==> config.mk <==
export PLATFORM = sky130hd
export DESIGN_NAME = dsb_diag_builder
export DESIGN_NICKNAME = d
export VERILOG_FILES = /design/src/inc/dsb_pkg.sv /design/src/rtl/dsb_diag_builder.sv /design/src/rtl/dsb_frame_byte.sv /design/src/rtl/dsb_sync2.sv
export VERILOG_INCLUDE_DIRS = /design/src /design/src/inc
export SDC_FILE = /design/constraint.sdc
export NUM_CORES = 1
export LEC_CHECK = 0
export ABC_AREA = 1
export BUFFER_PORTS_ARGS = -buffer_cell sky130_fd_sc_hd__buf_2
export CAP_MARGIN = 30
export CORE_MARGIN = 4
export CORE_UTILIZATION = 50
export CTS_CLUSTER_DIAMETER = 120
export CTS_CLUSTER_SIZE = 28
export DETAILED_ROUTE_END_ITERATION = 8
export PLACE_DENSITY = 0.72
export SLEW_MARGIN = 20
export SYNTH_ARGS = -nofsm -noshare
export SYNTH_HDL_FRONTEND = slang
export SYNTH_SLANG_ARGS = --single-unit
==> constraint.sdc <==
create_clock -name pclk -period 4.3 [get_ports pclk]
set_clock_uncertainty 0.15 [all_clocks]
set_input_delay 0 -clock pclk [delete_from_list [all_inputs] [get_ports pclk]]
set_output_delay 0 -clock pclk [all_outputs]
set_load 0.02 [all_outputs]
==> src/inc/dsb_map.svh <==
`ifndef DSB_MAP_SVH
`define DSB_MAP_SVH

// ----------------------------------------------------------------------
// Register offsets
// ----------------------------------------------------------------------
`define DSB_OFF_CTRL      8'h00
`define DSB_OFF_USER_LO   8'h04
`define DSB_OFF_USER_HI   8'h08
`define DSB_OFF_STATION   8'h0C
`define DSB_OFF_IDENT     8'h10
`define DSB_OFF_MSG       8'h14
`define DSB_OFF_IRQ_STS   8'h18
`define DSB_OFF_IRQ_MSK   8'h1C
`define DSB_OFF_STATUS    8'h20

// ----------------------------------------------------------------------
// Field positions and masks
// ----------------------------------------------------------------------
`define DSB_CTRL_VALID    0
`define DSB_CTRL_DELETE   1
`define DSB_CTRL_BAD      2'h3
`define DSB_ST0_MASK      8'h5E
`define DSB_ST1_MASK      8'h3B
`define DSB_ST1_FIX       8'h04
`define DSB_ST2_OVF       7
`define DSB_LEN_CODE      8'h0A
`define DSB_LAST_IDX      4'hF
`define DSB_IRQ_DONE      0
`define DSB_IRQ_IGNORED   1
`define DSB_IRQ_ERRSEND   2

// ----------------------------------------------------------------------
// Reset values
// ----------------------------------------------------------------------
`define DSB_RST_BYTE      8'h00
`define DSB_RST_IDENT     16'h0000
`define DSB_RST_MSG       8'h00
`define DSB_RST_IRQ       3'h0

`endif

==> src/inc/dsb_pkg.sv <==
package dsb_pkg;

    // ------------------------------------------------------------------
    // Types
    // ------------------------------------------------------------------
    typedef enum logic [1:0] {
        DSB_IDLE = 2'b01,
        DSB_SEND = 2'b10
    } dsb_fsm_e;

    typedef logic [2:0] dsb_irq_t;

    typedef struct packed {
        dsb_fsm_e    fsm;
        logic [3:0]  idx;
        logic [7:0]  tx_data;
        logic        pending;
        logic [1:0]  ctrl;
        logic [39:0] user;
        logic [7:0]  st0;
        logic [7:0]  st1;
        logic        ovf;
        logic [7:0]  maddr;
        logic [15:0] ident;
        logic [7:0]  msg;
        dsb_irq_t    irq_sts;
        dsb_irq_t    irq_msk;
        logic        poll_prev;
        logic        err_prev;
        logic [31:0] prdata;
    } dsb_state_s;

endpackage : dsb_pkg

==> src/rtl/dsb_diag_builder.sv <==
`timescale 1ns/1ns
`include "dsb_map.svh"

// ----------------------------------------------------------------------
// Slave diagnostic frame builder with APB register access
// ----------------------------------------------------------------------
module dsb_diag_builder
    import dsb_pkg::*;
(
    input  wire logic        pclk,
    input  wire logic        presetn,
    input  wire logic        psel,
    input  wire logic        penable,
    input  wire logic        pwrite,
    input  wire logic [7:0]  paddr,
    input  wire logic [31:0] pwdata,
    output logic      [31:0] prdata,
    output logic             pready,
    output logic             pslverr,
    input  wire logic        diag_poll,
    input  wire logic        diag_error,
    output logic             tx_valid,
    output logic      [7:0]  tx_data,
    output logic             tx_last,
    input  wire logic        tx_ready,
    output logic             irq
);

    // ------------------------------------------------------------------
    // Address decode
    // ------------------------------------------------------------------

    // Known offsets answer normally; everything else gets an error.
    // Keeping one list here means the error response and the write
    // enable can never disagree about which offsets exist.
    function automatic logic dsb_known(input logic [7:0] a);
        unique case (a)
            `DSB_OFF_CTRL, `DSB_OFF_USER_LO, `DSB_OFF_USER_HI,
            `DSB_OFF_STATION, `DSB_OFF_IDENT, `DSB_OFF_MSG,
            `DSB_OFF_IRQ_STS, `DSB_OFF_IRQ_MSK,
            `DSB_OFF_STATUS: dsb_known = 1'b1;
            default:         dsb_known = 1'b0;
        endcase
    endfunction : dsb_known

    // True on the access edge of a write to the given offset.
    function automatic logic dsb_wr_hit(input logic       wr,
                                        input logic [7:0] a,
                                        input logic [7:0] off);
        dsb_wr_hit = wr && (a == off);
    endfunction : dsb_wr_hit

    // Registered state, its next value and the wires between the parts.
    dsb_state_s  s_q;
    dsb_state_s  s_d;
    logic [1:0]  pin_sync;
    logic        poll_s;
    logic        err_s;
    logic [3:0]  sel_idx;
    logic [7:0]  sel_byte;
    logic        wr_en;
    logic        rd_setup;
    logic        busy;

    // ------------------------------------------------------------------
    // Pin synchronisation and byte selection
    // ------------------------------------------------------------------

    // Poll and error arrive from outside the clock domain.
    // Both stages sit in the shared synchroniser so nothing in this
    // module can read a half-settled pin level.
    dsb_sync2 #(
        .W (2)
    ) u_sync (
        .pclk     (pclk),
        .presetn  (presetn),
        .async_in ({diag_error, diag_poll}),
        .sync_out (pin_sync)
    );

    // Bit 0 carries the poll pin and bit 1 the error pin.
    assign poll_s = pin_sync[0];
    assign err_s  = pin_sync[1];

    // The byte to load next: byte 0 from idle, else the following one.
    // Wrapping past 15 is harmless: the sequencer stops at the last byte.
    assign sel_idx = (s_q.fsm == DSB_SEND) ? 4'(s_q.idx + 4'h1) : 4'h0;

    dsb_frame_byte u_byte (
        .idx      (sel_idx),
        .st0      (s_q.st0),
        .st1      (s_q.st1),
        .ovf      (s_q.ovf),
        .maddr    (s_q.maddr),
        .ident    (s_q.ident),
        .msg      (s_q.msg),
        .user     (s_q.user),
        .byte_out (sel_byte)
    );

    // ------------------------------------------------------------------
    // APB handshake
    // ------------------------------------------------------------------

    // Zero wait states: every access phase completes in one cycle.
    // The trade-off is that read data must already be registered, which
    // is why it is captured during the setup phase below.
    assign pready   = psel && penable;
    assign pslverr  = psel && penable && !dsb_known(paddr);
    assign wr_en    = psel && penable && pwrite && dsb_known(paddr);
    assign rd_setup = psel && !penable && !pwrite;

    // ------------------------------------------------------------------
    // Next state
    // ------------------------------------------------------------------

    // One process works out the whole next state: triggers, register
    // writes, the frame sequencer, sticky flags and read capture. Every
    // field starts from its current value, so nothing is latched.
    always_comb begin
        logic     cpu_trig;
        logic     ext_trig;
        logic     trig;
        logic     del;
        logic     bad;
        logic     done;
        logic     err_rise;
        dsb_irq_t set_bits;
        dsb_irq_t clr_bits;
        cpu_trig = 1'b0;
        ext_trig = 1'b0;
        trig     = 1'b0;
        del      = 1'b0;
        bad      = 1'b0;
        done     = 1'b0;
        err_rise = 1'b0;
        set_bits = '0;
        clr_bits = '0;
        s_d      = s_q;

        // Edges of the synchronised pins.
        // The previous levels reset low, matching the idle pins, so no
        // false trigger follows reset.
        s_d.poll_prev = poll_s;
        s_d.err_prev  = err_s;
        err_rise      = err_s && !s_q.err_prev;
        ext_trig      = (poll_s && !s_q.poll_prev) || err_rise;

        // Control byte: the both-bits value is dropped whole.
        // Only a rising valid bit starts a send; rewriting one while it is
        // already set does nothing.
        if (dsb_wr_hit(wr_en, paddr, `DSB_OFF_CTRL)) begin
            if (pwdata[1:0] == `DSB_CTRL_BAD) begin
                bad = 1'b1;
            end else begin
                s_d.ctrl = pwdata[1:0];
                del      = pwdata[`DSB_CTRL_DELETE];
                cpu_trig = pwdata[`DSB_CTRL_VALID]
                           && !s_q.ctrl[`DSB_CTRL_VALID];
            end
        end
        trig = cpu_trig || ext_trig;

        // Software-owned frame contents.
        // Reserved bits are masked on the way in as well as on the way out.
        if (dsb_wr_hit(wr_en, paddr, `DSB_OFF_USER_LO)) begin
            s_d.user[31:0] = pwdata;
        end
        if (dsb_wr_hit(wr_en, paddr, `DSB_OFF_USER_HI)) begin
            s_d.user[39:32] = pwdata[7:0];
        end
        if (dsb_wr_hit(wr_en, paddr, `DSB_OFF_STATION)) begin
            s_d.st0 = pwdata[7:0] & `DSB_ST0_MASK;
            s_d.st1 = pwdata[15:8] & `DSB_ST1_MASK;
            s_d.ovf = pwdata[16+`DSB_ST2_OVF];
        end
        if (dsb_wr_hit(wr_en, paddr, `DSB_OFF_IDENT)) begin
            s_d.maddr = pwdata[7:0];
            s_d.ident = pwdata[31:16];
        end
        if (dsb_wr_hit(wr_en, paddr, `DSB_OFF_MSG)) begin
            s_d.msg = pwdata[7:0];
        end
        if (dsb_wr_hit(wr_en, paddr, `DSB_OFF_IRQ_MSK)) begin
            s_d.irq_msk = pwdata[2:0];
        end
        if (dsb_wr_hit(wr_en, paddr, `DSB_OFF_IRQ_STS)) begin
            clr_bits = pwdata[2:0];
        end

        // Delete drops a queued request; a trigger in the same cycle
        // still queues, so a fresh start is never lost.
        if (del) begin
            s_d.pending = 1'b0;
        end

        // Frame sequencer: sixteen bytes, index 0 first.
        // Each byte is loaded when it becomes current, so software changes
        // made mid-frame show up only in bytes not yet loaded.
        unique case (s_q.fsm)
            DSB_IDLE: begin
                if (trig || (s_q.pending && !del)) begin
                    s_d.fsm     = DSB_SEND;
                    s_d.idx     = 4'h0;
                    s_d.tx_data = sel_byte;
                    s_d.pending = 1'b0;
                end
            end
            DSB_SEND: begin
                if (trig) begin
                    s_d.pending = 1'b1;
                end
                if (tx_ready) begin
                    if (s_q.idx == `DSB_LAST_IDX) begin
                        s_d.fsm = DSB_IDLE;
                        done    = 1'b1;
                    end else begin
                        s_d.idx     = sel_idx;
                        s_d.tx_data = sel_byte;
                    end
                end
            end
            // A corrupted state code falls back to idle rather than
            // leaving the link stuck in a code that never raises valid.
            default: begin
                s_d.fsm = DSB_IDLE;
                s_d.idx = 4'h0;
            end
        endcase

        // Sticky events; a new event wins over a clear in the same cycle.
        // Software therefore cannot lose an event by clearing too late.
        set_bits[`DSB_IRQ_DONE]    = done;
        set_bits[`DSB_IRQ_IGNORED] = bad;
        set_bits[`DSB_IRQ_ERRSEND] = err_rise;
        s_d.irq_sts = (s_q.irq_sts & ~clr_bits) | set_bits;

        // Read data is captured in the setup phase so it is a flop.
        // It then stands unchanged through the access phase and until the
        // next read setup, whatever the state does meanwhile.
        if (rd_setup) begin
            unique case (paddr)
                `DSB_OFF_CTRL:    s_d.prdata = {30'h0, s_q.ctrl};
                `DSB_OFF_USER_LO: s_d.prdata = s_q.user[31:0];
                `DSB_OFF_USER_HI: s_d.prdata = {24'h0, s_q.user[39:32]};
                `DSB_OFF_STATION: s_d.prdata = {8'h00, s_q.ovf, 7'h00,
                                                s_q.st1, s_q.st0};
                `DSB_OFF_IDENT:   s_d.prdata = {s_q.ident, 8'h00,
                                                s_q.maddr};
                `DSB_OFF_MSG:     s_d.prdata = {24'h0, s_q.msg};
                `DSB_OFF_IRQ_STS: s_d.prdata = {29'h0, s_q.irq_sts};
                `DSB_OFF_IRQ_MSK: s_d.prdata = {29'h0, s_q.irq_msk};
                `DSB_OFF_STATUS:  s_d.prdata = {26'h0,
                                                busy,
                                                s_q.pending, s_q.idx};
                default:          s_d.prdata = 32'h0000_0000;
            endcase
        end
    end

    // ------------------------------------------------------------------
    // State register
    // ------------------------------------------------------------------

    // Reset loads constants only; the whole state is one register so
    // every field moves on the same edge.
    always_ff @(posedge pclk or negedge presetn) begin
        if (!presetn) begin
            s_q.fsm       <= DSB_IDLE;
            s_q.idx       <= 4'h0;
            s_q.tx_data   <= `DSB_RST_BYTE;
            s_q.pending   <= 1'b0;
            s_q.ctrl      <= 2'h0;
            s_q.user      <= 40'h00_0000_0000;
            s_q.st0       <= `DSB_RST_BYTE;
            s_q.st1       <= `DSB_RST_BYTE;
            s_q.ovf       <= 1'b0;
            s_q.maddr     <= `DSB_RST_BYTE;
            s_q.ident     <= `DSB_RST_IDENT;
            s_q.msg       <= `DSB_RST_MSG;
            s_q.irq_sts   <= `DSB_RST_IRQ;
            s_q.irq_msk   <= `DSB_RST_IRQ;
            s_q.poll_prev <= 1'b0;
            s_q.err_prev  <= 1'b0;
            s_q.prdata    <= 32'h0000_0000;
        end else begin
            s_q <= s_d;
        end
    end

    // ------------------------------------------------------------------
    // Outputs
    // ------------------------------------------------------------------

    // Busy is decoded once and shared by the link and the status word.
    assign busy     = (s_q.fsm == DSB_SEND);

    // Frame bytes are flops; valid and last follow the sequencer.
    // Valid is a decode of the state register, so it changes only on a
    // clock edge.
    assign tx_valid = busy;
    assign tx_data  = s_q.tx_data;
    assign tx_last  = tx_valid && (s_q.idx == `DSB_LAST_IDX);
    assign prdata   = s_q.prdata;
    assign irq      = |(s_q.irq_sts & s_q.irq_msk);

endmodule : dsb_diag_builder

==> src/rtl/dsb_frame_byte.sv <==
`timescale 1ns/1ns
`include "dsb_map.svh"

// ----------------------------------------------------------------------
// Selects one byte of the diagnostic frame by its index
// ----------------------------------------------------------------------
module dsb_frame_byte
    import dsb_pkg::*;
(
    input  wire logic [3:0]  idx,
    input  wire logic [7:0]  st0,
    input  wire logic [7:0]  st1,
    input  wire logic        ovf,
    input  wire logic [7:0]  maddr,
    input  wire logic [15:0] ident,
    input  wire logic [7:0]  msg,
    input  wire logic [39:0] user,
    output logic      [7:0]  byte_out
);

    // Fixed bits are forced here so stored flags can never leak into them.
    always_comb begin
        unique case (idx)
            4'h0: byte_out = st0 & `DSB_ST0_MASK;
            4'h1: byte_out = (st1 & `DSB_ST1_MASK) | `DSB_ST1_FIX;
            4'h2: byte_out = {ovf, 7'h00};
            4'h3: byte_out = maddr;
            4'h4: byte_out = ident[15:8];
            4'h5: byte_out = ident[7:0];
            4'h6: byte_out = `DSB_LEN_CODE;
            4'h7: byte_out = msg;
            4'h8, 4'h9, 4'hA: byte_out = `DSB_RST_BYTE;
            4'hB: byte_out = user[7:0];
            4'hC: byte_out = user[15:8];
            4'hD: byte_out = user[23:16];
            4'hE: byte_out = user[31:24];
            4'hF: byte_out = user[39:32];
        endcase
    end

endmodule : dsb_frame_byte

==> src/rtl/dsb_sync2.sv <==
`timescale 1ns/1ns
`include "dsb_map.svh"

// ----------------------------------------------------------------------
// Two-stage synchroniser for pin inputs
// ----------------------------------------------------------------------
module dsb_sync2
    import dsb_pkg::*;
#(
    parameter int W = 2
) (
    input  wire logic         pclk,
    input  wire logic         presetn,
    input  wire logic [W-1:0] async_in,
    output logic      [W-1:0] sync_out
);

    logic [W-1:0] meta_q;
    logic [W-1:0] sync_q;

    // The first stage feeds only the second, giving it a cycle to settle.
    always_ff @(posedge pclk or negedge presetn) begin
        if (!presetn) begin
            meta_q <= '0;
            sync_q <= '0;
        end else begin
            meta_q <= async_in;
            sync_q <= meta_q;
        end
    end

    assign sync_out = sync_q;

endmodule : dsb_sync2

### Word-level counts from Yosys, hierarchy flattened

Index checks and enable logic that the tools add are counted.

| cells by class | value |
|---|---|
| add/subtract/negate cells | 1 |
| equality and inequality tests | 31 |
| multiplexer cells | 22 |
| bitwise operators | 5 |
| reduce and logical (&&, ||, !) cells | 39 |

Operators by type and width:

| cell | number |
|---|---|
| case mux 32 bit (9 select lines) | 1 |
| case mux 8 bit (14 select lines) | 1 |
| == test 4 bit (second input constant) | 9 |
| == test 8 x 5 -> 1 bit (second input constant) | 4 |
| logical AND 1 bit | 19 |
| case mux 9 bit (2 select lines) | 1 |
| == test 4 x 3 -> 1 bit (second input constant) | 4 |
| == test 8 x 4 -> 1 bit (second input constant) | 2 |
| two-way mux 15 bit | 1 |
| two-way mux 14 bit | 1 |
| two-way mux 1 bit | 12 |
| two-way mux 12 bit | 1 |
| case mux 6 bit (2 select lines) | 1 |
| OR reduction 9 bit | 1 |
| == test 4 x 2 -> 1 bit (second input constant) | 2 |
| == test 8 x 3 -> 1 bit (second input constant) | 1 |
| == test 8 x 6 -> 1 bit (second input constant) | 1 |
| zero test 8 bit | 1 |
| zero test 1 bit | 7 |
| bitwise AND 3 bit | 2 |
| AND reduction 3 bit | 2 |
| OR reduction 3 bit | 2 |
| adder 4 x 1 -> 4 bit (second input constant) | 1 |
| == test 2 bit (second input constant) | 2 |
| 15 further kinds | 19 |

| storage, ports and cells | value |
|---|---|
| register bits after elaboration | 144 |
| input port bits | 48 |
| output and inout port bits | 45 |
| logic and storage cells | 118 |

### Longest topological paths before layout

Gate-level depths: netlist (run 1).

| depth | value |
|---|---|
| depth in word-level cells | 11 |
| depth in mapped cells | 15 |
| gate-level depth less buffers | 14 |

### Cells and area by module

From an unflattened synthesis (run 1), not the netlist that was laid out.

| second synthesis, totals | value |
|---|---|
| cell total of the unflattened synthesis | 984 |
| area, all modules | 7467.2 µm² |

By module, submodules not included:

| module | instances | cells each | area each (µm²) | seq. area each (µm²) |
|---|---|---|---|---|
| dsb_diag_builder | 1 | 796 | 6598.8 | 3504.6 |
| dsb_frame_byte | 1 | 184 | 768.2 | 0.0 |
| dsb_sync2 | 1 | 4 | 100.1 | 100.1 |

### Worst setup path before layout (run 1)

No wires, ideal clock.

| timing | value |
|---|---|
| path type | register -> register |
| start point | reg s_q[144] (netlist bit) |
| end point | reg, netlist name tx_data[4] |
| library setup time | 118 ps |
| arrival time | 1943 ps |
| setup slack | 2089 ps |
| cell stages (with the launch flop) | 15 |
| buffers on the path | 2 |
| clock period less this slack | 2211 ps |
| path through | dfstp_2 -> inv_1 -> ha_1 -> buf_4 -> inv_2 -> nor2_4 -> nand2_2 -> inv_1 -> buf_2 -> nand4_1 -> nand2_1 -> nor2_1 -> nand3_1 -> nand4_1 -> nand2_1 |

| on the way | value |
|---|---|
| word-level cells in the longest chain between the ends | 8 |
| elaborated cells between the ends (all ways) | 30 |

Ends and longest elaborated chain:

| what | line | RTL |
|---|---|---|
| start: declaration | dsb_diag_builder.sv:54 | `dsb_state_s s_q;` |
| == test 2 bit * | -- |  |
| net tx_valid | dsb_diag_builder.sv:22 | `output logic tx_valid,` |
| two-way mux 4 bit | dsb_diag_builder.sv:87 | `assign sel_idx = (s_q.fsm == DSB_SEND) ? 4'(s_q.idx + 4'h1) : 4'h0;` |
| == test 4 bit | dsb_frame_byte.sv:23 | `unique case (idx)` |
| OR reduction 3 bit | dsb_frame_byte.sv:23 |  |
| case mux 8 bit (14 select lines) | dsb_frame_byte.sv:23 |  |
| two-way mux 12 bit | dsb_diag_builder.sv:214 | `` if (s_q.idx == `DSB_LAST_IDX) begin `` |
| two-way mux 14 bit | dsb_diag_builder.sv:213 | `if (tx_ready) begin` |
| case mux 9 bit (2 select lines) | dsb_diag_builder.sv:200 | `unique case (s_q.fsm)` |

Mark *: on every way through the listed nets, which the timed path passes. The rest lies on a longest branch. The select of a mux whose other input is x is not followed.
A chain may end at the register's enable or synchronous reset.

### Worst setup path after layout (run 1)

| timing | value |
|---|---|
| start point | reg s_q[144] (netlist bit) |
| end point | reg, netlist name tx_data[7] |

| on the way | value |
|---|---|
| word-level cells in the longest chain between the ends | 8 |
| elaborated cells between the ends (all ways) | 30 |

Ends and longest elaborated chain:

| what | line |
|---|---|
| == test 2 bit | dsb_diag_builder.sv:87, dsb_diag_builder.sv:200 |
| two-way mux 4 bit | dsb_diag_builder.sv:87 |
| == test 4 bit | dsb_frame_byte.sv:23 |
| OR reduction 3 bit | dsb_frame_byte.sv:23 |
| case mux 8 bit (14 select lines) | dsb_frame_byte.sv:23 |
| two-way mux 12 bit | dsb_diag_builder.sv:214 |
| two-way mux 14 bit | dsb_diag_builder.sv:213 |
| case mux 9 bit (2 select lines) | dsb_diag_builder.sv:200 |

Several ways; a longest one is shown, not always the timed one. The select of a mux whose other input is x is not followed.

==> results of run 1 <==
worst max path at each step:
stage | end | depth (start not counted)
after CTS | s_q[76]$_DFFE_PN0P_ | 9
after global routing | tx_data[7]$_DFFE_PN0P_ | 11
after global placement | tx_data[5]$_DFFE_PN0P_ | 11
after floorplan | tx_data[4]$_DFFE_PN0P_ | 14
after detailed placement | tx_data[7]$_DFFE_PN0P_ | 11
final | tx_data[7]$_DFFE_PN0P_ | 11
power by group through the flow:
stage                     combinational (uW)  clock (uW)  sequential, uW
after floorplan                          312           0            1440
after global placement                   467           0            1450
after detailed placement                 462           0            1450
after CTS                                503        1520            1430
after global routing                     559        1580            1430
final                                    509        1500            1430
through the flow:
step	power [uW]	hold slack [ps]	setup slack [ps]
6_report	3440	64.3	1470
5_1_grt	3570	58.6	1230
4_1_cts	3450	47.1	1300
3_5_place_dp	1920	-192	1540
3_3_place_gp	1920	-199	1600
2_1_floorplan	1750	-446	2090
area by class of cell:
class / instances / area (sq um) / share of cell area [%]
clock buffers: 20 / 467 / 5.25
repair buffers: 153 / 1070 / 12.1
flip-flops and latches: 144 / 3600 / 40.5
well taps: 184 / 230 / 2.59
clock inverters: 12 / 134 / 1.51
multi-input cells: 593 / 2930 / 32.9
inverters: 121 / 454 / 5.11
layer usage:
layer	track usage (%)	up-vias	share of wire, %	wire length, um
li1	-	3198	-	-
met1	38.4	3283	43	9760
met2	42.4	309	47	10500
met3	6.51	48	7.4	1680
met4	8.80	2	2.5	568
met5	0	-	0.058	13
layout by cell type (no fill, tap or decap), types with 4 or more instances in the layout:
cell	synthesis	layout
nor3_1	9	8
buf_2	18	91
clkinvlp_4	0	5
nand2_1	256	256
o21ai_0	62	62
inv_1	112	112
nor2_2	8	8
a21oi_1	8	8
nand3_1	45	45
o22ai_1	37	37
ha_1	4	4
nor2_4	7	8
nand4_1	30	30
nor2_1	43	42
dlygate4sd3_1	0	50
buf_4	46	8
inv_2	9	9
dfrtp_1	143	143
o21ai_1	50	50
clkbuf_16	0	17
mux2_2	4	4
state kept, by name, indices dropped and copies added (netlist names):
name,count
s_q,100
tx_data,8
u_sync.meta_q,2
u_sync.sync_out,2
prdata,32
what timing repair did:
action                                  CTS  global route
endpoints found under the setup margin    0             0
endpoints found under the hold margin   262             0
hold buffers                             51             0
kinds of logic after synthesis:
logic type,Yosys count,synth area share (%)
AOI/OAI and AO/OA,172,12.8
adders and majority gates,4,0.670
buffers and inverters,198,12.8
DFF,144,48.2
muxes,7,1.15
and+or+nand+nor,410,24.4
==> results.sh, run 1 <==
export IMPL_clock_sinks=144
export IMPL_period_needed_ps=2830
export IMPL_dpl_cell_count=1143
export IMPL_grt_overflow=0
export IMPL_io_pins=93
export IMPL_max_freq_mhz=354
export IMPL_dp_hpwl_mm=15.2
export IMPL_die_w_um=130
export IMPL_rsz0062_at_grt="no"
export IMPL_cp_slowest_cell="nor2_1"
export IMPL_yosysMostFrequentCell="nand2_1"
export IMPL_ctsResizeCount=0
export IMPL_syn2layout_area_growth_pct=19.0
export IMPL_hold_path_startpoint="diag_poll"
export IMPL_syn_nets=987
export IMPL_numCtsBuffers=17
export IMPL_max_cap_viol_count=0
export IMPL_rr_worst_depth=11
export IMPL_wirelength_mm=22.6
export IMPL_hold_end="u_sync.meta_q[0]$_DFF_PN0_"
export IMPL_cp_data_arrival_time_ps=3050
export IMPL_drv_slew=0
export IMPL_combPwrFrac_pct=14.8
export IMPL_die_y_um=130
export IMPL_synth_edf_count=0
export IMPL_cpLargestDelayFamily="simple AND/OR/NAND/NOR gates"
export IMPL_path_buf_inv=2
export IMPL_clk_pin_slew_ps=60
export IMPL_root_buffer="clkbuf_16"
export IMPL_post_cts_buffers=0
export IMPL_grt_pass1_wl_mm=35.1
export IMPL_routed_via_density=5.57
export IMPL_placement_io_buffers=92
export IMPL_crit_path_cell_trace="inv_1 -> ha_1 -> inv_2 -> nor2_4 -> nor2_1 -> nand2_1 -> o21ai_0 -> nor2_1 -> nand3b_1 -> nand3_1 -> nand2_1"
export IMPL_h_tree_depth=4
export IMPL_dr_pass1_iters=7
export IMPL_r2r_start="s_q[144]$_DFFE_PN1P_"
export IMPL_setup_violations=0
export IMPL_clock_latency_ps=430
export IMPL_worst_pin_slew_ps=884
export IMPL_startpoint="s_q[144]$_DFFE_PN1P_"
export IMPL_ys_types=41
export IMPL_placed_cell_area_sq_mm=0.00776
export IMPL_place_congestion=0.939
export IMPL_p_int_uw=2450
export IMPL_p_switching_uw=988
export IMPL_synth_top_area_share_pct=47.9
export IMPL_outcome="completed"
export IMPL_hold_depth=2
export IMPL_powerDensity_mw_per_mm2=387
export IMPL_yosys_warnings=0
export IMPL_startpoint_type="flop"
export IMPL_required_ps=4520
export IMPL_stdcell_count=1227
export IMPL_synth_area_sq_mm=0.00747
export IMPL_drc=0
export IMPL_gr_usage_all_layers_pct=27.4
export IMPL_synthTopCellsByArea="dfrtp_1, nand2_1, inv_1"
export IMPL_core_area_sq_mm=0.0146
export IMPL_wl_per_cell_um=18.4
export IMPL_antenna_cells=0
export IMPL_tns_ps=0
export IMPL_die_area_sq_mm=0.0170
export IMPL_syn_area_per_cell_sq_um=7.99
export IMPL_ys_seq_area_share_pct=48.2
export IMPL_fillers=1301
export IMPL_grt_pass1_vias=6373
export IMPL_path_class="reg -> reg"
export IMPL_r2r_end="tx_data[7]$_DFFE_PN0P_"
export IMPL_cts_tree="yes"
export IMPL_antenna_found_initial=1
export IMPL_ys_async_sr_fraction_pct=100
export IMPL_ys_ff_latch=144
export IMPL_grt_max_degree=65
export IMPL_peakVddDrop_v=0.000279
export IMPL_synth_common_cells="nand2_1, dfrtp_1, inv_1"
export IMPL_initial_core_util_pct=51.2
export IMPL_post_route_util_pct=61.0
export IMPL_design_area_sq_mm=0.00889
export IMPL_power_frac_seq_pct=41.6
export IMPL_hp_class="in -> reg"
export IMPL_clock_power_share_pct=43.6
export IMPL_slew_headroom_pct=40.8
export IMPL_syn_inst=935
export IMPL_end_kind="flop"
export IMPL_route_vias_total=6840
export IMPL_drive_above_1_share_pct=17.4
export IMPL_hold_violations=0
export IMPL_synth_top_area_cell="dfrtp_1"
export IMPL_synthFlopType="dfrtp_1"
export IMPL_p_leak_uw=0.00460
export IMPL_crit_fanout=13
export IMPL_final_nets=1082
export IMPL_drt_iter0_drc=738
export IMPL_ant_nets=0
export IMPL_critPathMaxStageDelay_ps=680
export IMPL_num_rows=44
export IMPL_min_period_over_period_pct=65.8
export IMPL_cts_buffer_depth=2
export IMPL_r2r_slack_ps=1470
export IMPL_switching_share_pct=28.7
Note: power is estimated with default switching activity, not from simulation.
==> inputs of run 2 (changes only) <==
- ABC_AREA: 1 -> 0
- clock period: 4.3 -> 2.7 ns (I/O delays scaled with it)
==> run 2 against run 1 <==
  * Sequential power up 64%
  * Total power up 75%
  * Sequential share of layout area down 3.2 points
  * Global-route usage up 2.1 points
  * Combinational power up 120%
  * Setup slack worse by 1400 ps
  * Fmax up 6.5%
  * Core utilization up 2.3 points
  * Synthesized area up 4.6%
  * Via count up 0.63%
  * Clock-buffer cell count unchanged
==> results.sh, run 2 <==
export IMPL_tns_ps=0
export IMPL_ys_types=78
export IMPL_seq_area_sq_mm=0.00360
export IMPL_layout_commonest_cell="dfrtp_1"
export IMPL_hold_ws_ps=46.8
export IMPL_wl_per_cell_um=23.2
export IMPL_placement_io_buffers=92
export IMPL_design_area_sq_mm=0.00966
export IMPL_required_ps=2880
export IMPL_clock_power_share_pct=42.1
export IMPL_startpoint_type="flop"
export IMPL_gr_usage_all_layers_pct=29.5
export IMPL_grt_overflow=0
export IMPL_peakVddDrop_v=0.000442
export IMPL_io_pins=93
export IMPL_grt_pass1_wl_mm=40.1
export IMPL_hp_class="in -> reg"
export IMPL_initial_core_util_pct=51.2
export IMPL_syn_inst=758
export IMPL_p_switching_uw=1790
export IMPL_antenna_cells=0
export IMPL_synth_top_area_cell="dfrtp_1"
export IMPL_outcome="completed"
export IMPL_synthTopCellsByArea="dfrtp_1, mux2_2, buf_4"
export IMPL_ant_nets=0
export IMPL_largest_reg_flops=100
export IMPL_yosys_warnings=0
export IMPL_end_kind="flop"
export IMPL_final_cell_mix="dfrtp_1, buf_2, buf_4"
export IMPL_switching_share_pct=29.8
export IMPL_power_frac_seq_pct=39.1
export IMPL_p_leak_uw=0.00441
export IMPL_dpl_cell_count=1030
export IMPL_reg_top3="s_q: 100 flops, prdata: 32 flops, tx_data: 8 flops"
export IMPL_place_congestion=0.946
export IMPL_dp_hpwl_mm=18.3
export IMPL_h_tree_depth=4
export IMPL_ys_async_sr_fraction_pct=100
export IMPL_clk_pin_slew_ps=60
export IMPL_cp_data_arrival_time_ps=2830
export IMPL_drt_iter0_drc=842
export IMPL_syn_nets=810
export IMPL_die_y_um=133
export IMPL_synth_edf_count=0
export IMPL_hold_violations=0
export IMPL_cts_buffer_depth=2
export IMPL_syn2layout_area_growth_pct=23.5
export IMPL_syn_area_per_cell_sq_um=10.3
export IMPL_placed_cell_area_sq_mm=0.00852
export IMPL_p_int_uw=4220
export IMPL_min_period_over_period_pct=98.3
export IMPL_path_class="reg -> reg"
export IMPL_antenna_found_initial=1
export IMPL_worst_pin_slew_ps=773
export IMPL_numCtsBuffers=17
export IMPL_stdcell_count=1113
export IMPL_max_freq_mhz=377
export IMPL_slew_headroom_pct=48.4
export IMPL_fin_ws_ps=45.5
export IMPL_synth_area_sq_mm=0.00782
export IMPL_routed_via_density=6.18
export IMPL_pre_cts_slack_ps=-31.3
export IMPL_cts_tree="yes"
export IMPL_period_needed_ps=2650
export IMPL_die_w_um=133
export IMPL_combPwrFrac_pct=18.7
export IMPL_core_area_sq_mm=0.0153
export IMPL_yosysMostFrequentCell="dfrtp_1"
export IMPL_clock_sinks=144
export IMPL_powerDensity_mw_per_mm2=622
export IMPL_setup_violations=0
export IMPL_drv_slew=0
export IMPL_fillers=1218
export IMPL_synthFlopType="dfrtp_1"
export IMPL_wirelength_mm=25.8
export IMPL_synth_common_cells="dfrtp_1, nor2_1, mux2_2"
export IMPL_regMostFlops="s_q"
export IMPL_grt_max_degree=83
export IMPL_final_nets=941
export IMPL_die_area_sq_mm=0.0177
export IMPL_drive_above_1_share_pct=29.6
export IMPL_rsz0062_at_grt="no"
export IMPL_root_buffer="clkbuf_16"
export IMPL_synth_top_area_share_pct=45.8
export IMPL_grt_pass1_vias=6777
export IMPL_ys_seq_area_share_pct=46.1
export IMPL_ys_ff_latch=144
export IMPL_max_cap_viol_count=0
export IMPL_dr_pass1_iters=5
export IMPL_drc=0
export IMPL_route_vias_total=6883
export IMPL_crit_fanout=10
export IMPL_num_rows=45
export IMPL_multi_input_area_sq_mm=0.00360
export IMPL_clock_latency_ps=430
[run 2: cell types whose count changed after synthesis, sizes merged, moves of 27 or more]
cell,delta
nand2,-221
inv,-101
o21ai,-81
mux2,+76
a22oi,+42
o22ai,-32
nand3,-27
[run 2: logic make-up after synthesis]
logic type | Yosys count | share of synthesized area (%)
DFF | 144 | 46.1
AOI/OAI and AO/OA | 192 | 17.4
muxes | 97 | 13.7
and+or+nand+nor | 207 | 13.7
xor gates and xnor gates | 1 | 0.112
buffers and inverters | 113 | 8.21
adders and majority gates | 4 | 0.640
[run 2: routing by layer]
metal / routed length (um) / vias up / track usage (%)
met4: 858 / 2 / 11.7
li1: - / 3019 / -
met2: 11900 / 366 / 44.7
met3: 2110 / 53 / 5.70
met1: 10900 / 3443 / 41.9
met5: 11 / - / 0
[run 2: worst paths after layout]
kind | from | to | slack [ps] | depth (start not counted)
worst max-delay path | s_q[144]$_DFFE_PN1P_ | tx_data[4]$_DFFE_PN0P_ | 50 | 9
worst min-delay path | penable | s_q[129]$_DFFE_PN0P_ | 50 | 5
worst max register to register | s_q[144]$_DFFE_PN1P_ | tx_data[4]$_DFFE_PN0P_ | 50 | 9
worst min register to register | u_sync.meta_q[1]$_DFF_PN0_ | u_sync.sync_out[1]$_DFF_PN0_ | 200 | 0
max in group asynchronous | presetn | s_q[40]$_DFFE_PN0P_ | 1590 | 3
min in group asynchronous | presetn | s_q[59]$_DFFE_PN0P_ | 60 | 2
[run 2: cell type report]
class	count	area share, %
inverter	20	0.777
tap	211	2.73
clock inverter	12	1.75
timing repair buffer	205	15.4
sequential	144	37.3
multi-input combinational	501	37.3
clock buffer	20	4.73
[run 2: what timing repair did]
action | 4_1_cts | 5_1_grt
pin swaps | 1 | 1
resized for setup | 1 | 5
setup buffers | 2 | 2
setup endpoints to repair | 3 | 4
endpoints found under the hold margin | 179 | 0
hold buffers | 47 | 0
[run 2: per-stage QoR]
| step | utilization, % | total power [uW] |
|---|---|---|
| final | 63.3 | 6000 |
| after global routing | 63.3 | 6230 |
| after CTS | 63.1 | 6010 |
| after detailed placement | 55.8 | 3440 |
| after global placement | 55.8 | 3430 |
| after floorplan | - | 3110 |
[run 2: power by group through the flow]
stage                     combinational (uW)  sequential, uW  clock, uW
final                                   1120            2350       2530
after global routing                    1210            2360       2660
after CTS                               1120            2350       2540
after detailed placement                1050            2390          0
after global placement                  1050            2380          0
after floorplan                          745            2360          0
[run 2: critical path, stage by stage, from the launching register on]
cell and delay, ps:
dfstp_2 380, inv_1 70, ha_2 330, nor2b_1 630, a22oi_1 140, o22ai_1 220, a22o_1 170, a311oi_1 40
buf_4 160, o41ai_2 250
==> inputs of run 3 (changes only) <==
- SYNTH_HIERARCHICAL: unset -> 1
==> run 3 against run 2 <==
  * Cell count is 11% lower
  * Fmax up 1.4%
  * Core utilization fell by 0.92 points
  * Register-to-register slack better by 40 ps
  * Sequential share of layout area rose by 2.0 points
  * Setup slack better by 36 ps
  * Non-clock buffer count fell by 30
  * Critical path type unchanged
==> results.sh, run 3 <==
export IMPL_syn_nets=730
export IMPL_grt_pass1_wl_mm=35.7
export IMPL_io_pins=93
export IMPL_grt_pass1_vias=6300
export IMPL_grt_busiest_layer="met2"
export IMPL_die_w_um=131
export IMPL_drive_above_1_share_pct=36.6
export IMPL_p_switching_uw=1600
export IMPL_crit_fanout=3
export IMPL_grt_overflow=0
export IMPL_final_cell_mix="dfrtp_1, mux2_2, buf_2"
export IMPL_grt_max_degree=87
export IMPL_gr_usage_met3_pct=5.89
export IMPL_drt_iter0_drc=504
export IMPL_syn_area_per_cell_sq_um=11.2
export IMPL_core_area_sq_mm=0.0147
export IMPL_dpl_cell_count=914
export IMPL_num_rows=44
export IMPL_reg_top3="s_q: 100 flops, prdata: 32 flops, tx_data: 8 flops"
export IMPL_place_congestion=0.933
export IMPL_period_needed_ps=2620
export IMPL_startpoint_type="flop"
export IMPL_crit_path_cell_trace="ha_1 -> xnor2_1 -> buf_4 -> nor2_4 -> mux2_2 -> a22oi_1 -> o22ai_1 -> a22o_1 -> nor2b_1 -> mux2_2"
export IMPL_max_cap_viol_count=0
export IMPL_p_leak_uw=0.00435
export IMPL_largest_reg_flops=100
export IMPL_die_area_sq_mm=0.0172
export IMPL_powerDensity_mw_per_mm2=619
export IMPL_clock_latency_ps=420
export IMPL_syn_inst=678
export IMPL_fin_ws_ps=81.8
export IMPL_h_tree_depth=4
export IMPL_path_class="reg -> reg"
export IMPL_switching_share_pct=28.1
export IMPL_grtUsageMet2_pct=42.8
export IMPL_route_vias_total=5993
export IMPL_yosys_warnings=6
export IMPL_numCtsBuffers=17
export IMPL_clock_sinks=144
export IMPL_min_period_over_period_pct=97.0
export IMPL_critPathMaxStageDelay_ps=400
export IMPL_stdcell_count=990
export IMPL_tns_ps=0
export IMPL_final_nets=845
export IMPL_dp_hpwl_mm=15.9
export IMPL_combPwrFrac_pct=18.3
export IMPL_setup_violations=0
export IMPL_hp_class="in -> reg"
export IMPL_end_kind="flop"
export IMPL_rsz0062_at_grt="no"
export IMPL_placement_io_buffers=92
export IMPL_synth_area_sq_mm=0.00758
export IMPL_cts_buffer_depth=2
export IMPL_drv_slew=0
export IMPL_root_buffer="clkbuf_16"
export IMPL_cts_tree="yes"
export IMPL_p_int_uw=4080
export IMPL_dr_pass1_iters=5
export IMPL_routed_via_density=6.05
export IMPL_ant_nets=0
export IMPL_worst_pin_slew_ps=791
export IMPL_use_met1_pct=35.3
export IMPL_cp_slowest_cell="dfrtp_1"
export IMPL_critPathMostFrequentCell="mux2_2"
export IMPL_pre_cts_slack_ps=-128
export IMPL_layout_commonest_cell="dfrtp_1"
export IMPL_die_y_um=131
export IMPL_hold_ws_ps=12.2
export IMPL_outcome="completed"
export IMPL_gr_usage_all_layers_pct=26.2
export IMPL_initial_core_util_pct=51.6
export IMPL_max_freq_mhz=382
export IMPL_antenna_cells=0
export IMPL_hold_violations=0
export IMPL_required_ps=2850
export IMPL_peakVddDrop_v=0.000428
export IMPL_antenna_found_initial=0
export IMPL_post_route_util_pct=62.4
export IMPL_wl_per_cell_um=22.4
export IMPL_regMostFlops="s_q"
export IMPL_power_frac_seq_pct=41.7
export IMPL_clock_power_share_pct=40.0
export IMPL_syn2layout_area_growth_pct=20.9
export IMPL_cp_data_arrival_time_ps=2770
export IMPL_wirelength_mm=22.2
export IMPL_slew_headroom_pct=45.9
export IMPL_drc=0
export IMPL_clk_pin_slew_ps=60
## run 3: power by group through the flow
stage | combinational [uW] | sequential [uW] | clock, uW
2_1_floorplan | 709 | 2370 | 0
3_3_place_gp | 945 | 2400 | 0
3_5_place_dp | 957 | 2400 | 0
4_1_cts | 1010 | 2370 | 2290
5_1_grt | 1120 | 2380 | 2390
6_report | 1040 | 2370 | 2270
## run 3: critical path, delay by kind of cell (launching register included)
kind	cells	cell delay, ps
AND/OR/NAND/NOR	2	290
adder cells (fa/ha/maj)	1	210
AO/OA/AOI/OAI	3	530
XOR/XNOR	1	130
buffers and inverters	1	140
multiplexers	2	630
flip-flops	1	400
## run 3: metal layers
layer / part of all wire (%) / routed length, um
met1: 43 / 9500
met2: 49 / 10800
met3: 6.7 / 1480
met4: 1.8 / 399
met5: 0 / 0
## run 3: layout make-up
| cell class | instances | area, sq um |
|---|---|---|
| clock inverters | 10 | 113 |
| inverters | 11 | 43.8 |
| well taps | 184 | 230 |
| multi-input cells | 444 | 3470 |
| fillers | 1156 | 5530 |
| flip-flops and latches | 144 | 3600 |
| repair buffers | 175 | 1250 |
| clock buffers | 22 | 454 |
## run 3: repair_timing
action | 4_1_cts | 5_1_grt
setup endpoints to repair | 6 | 8
endpoints found under the hold margin | 242 | 0
setup buffers | 0 | 1
pin swaps | 0 | 1
hold buffers | 43 | 0
gates resized for setup | 4 | 12
## run 3: path summary, 6_finish.rpt
path | startpoint | to | slack, ps | cells past startpoint
worst max-delay path | s_q[141]$_DFFE_PN0P_ | tx_data[7]$_DFFE_PN0P_ | 80 | 10
worst min-delay path | paddr[2] | prdata[2]$_DFFE_PN0P_ | 10 | 3
worst max register to register | s_q[141]$_DFFE_PN0P_ | tx_data[7]$_DFFE_PN0P_ | 80 | 10
worst min register to register | u_sync/meta_q[0]$_DFF_PN0_ | u_sync/sync_out[0]$_DFF_PN0_ | 200 | 0
max in group asynchronous | presetn | s_q[76]$_DFFE_PN0P_ | 1570 | 3
min in group asynchronous | presetn | prdata[17]$_DFFE_PN0P_ | 20 | 3
## run 3: metrics by stage
step                cell area, sq um  power [uW]
finish                          9170        5680
global route                    9170        5890
CTS                             9130        5670
detailed placement              8120        3360
global placement                8120        3340
floorplan                       7590        3080
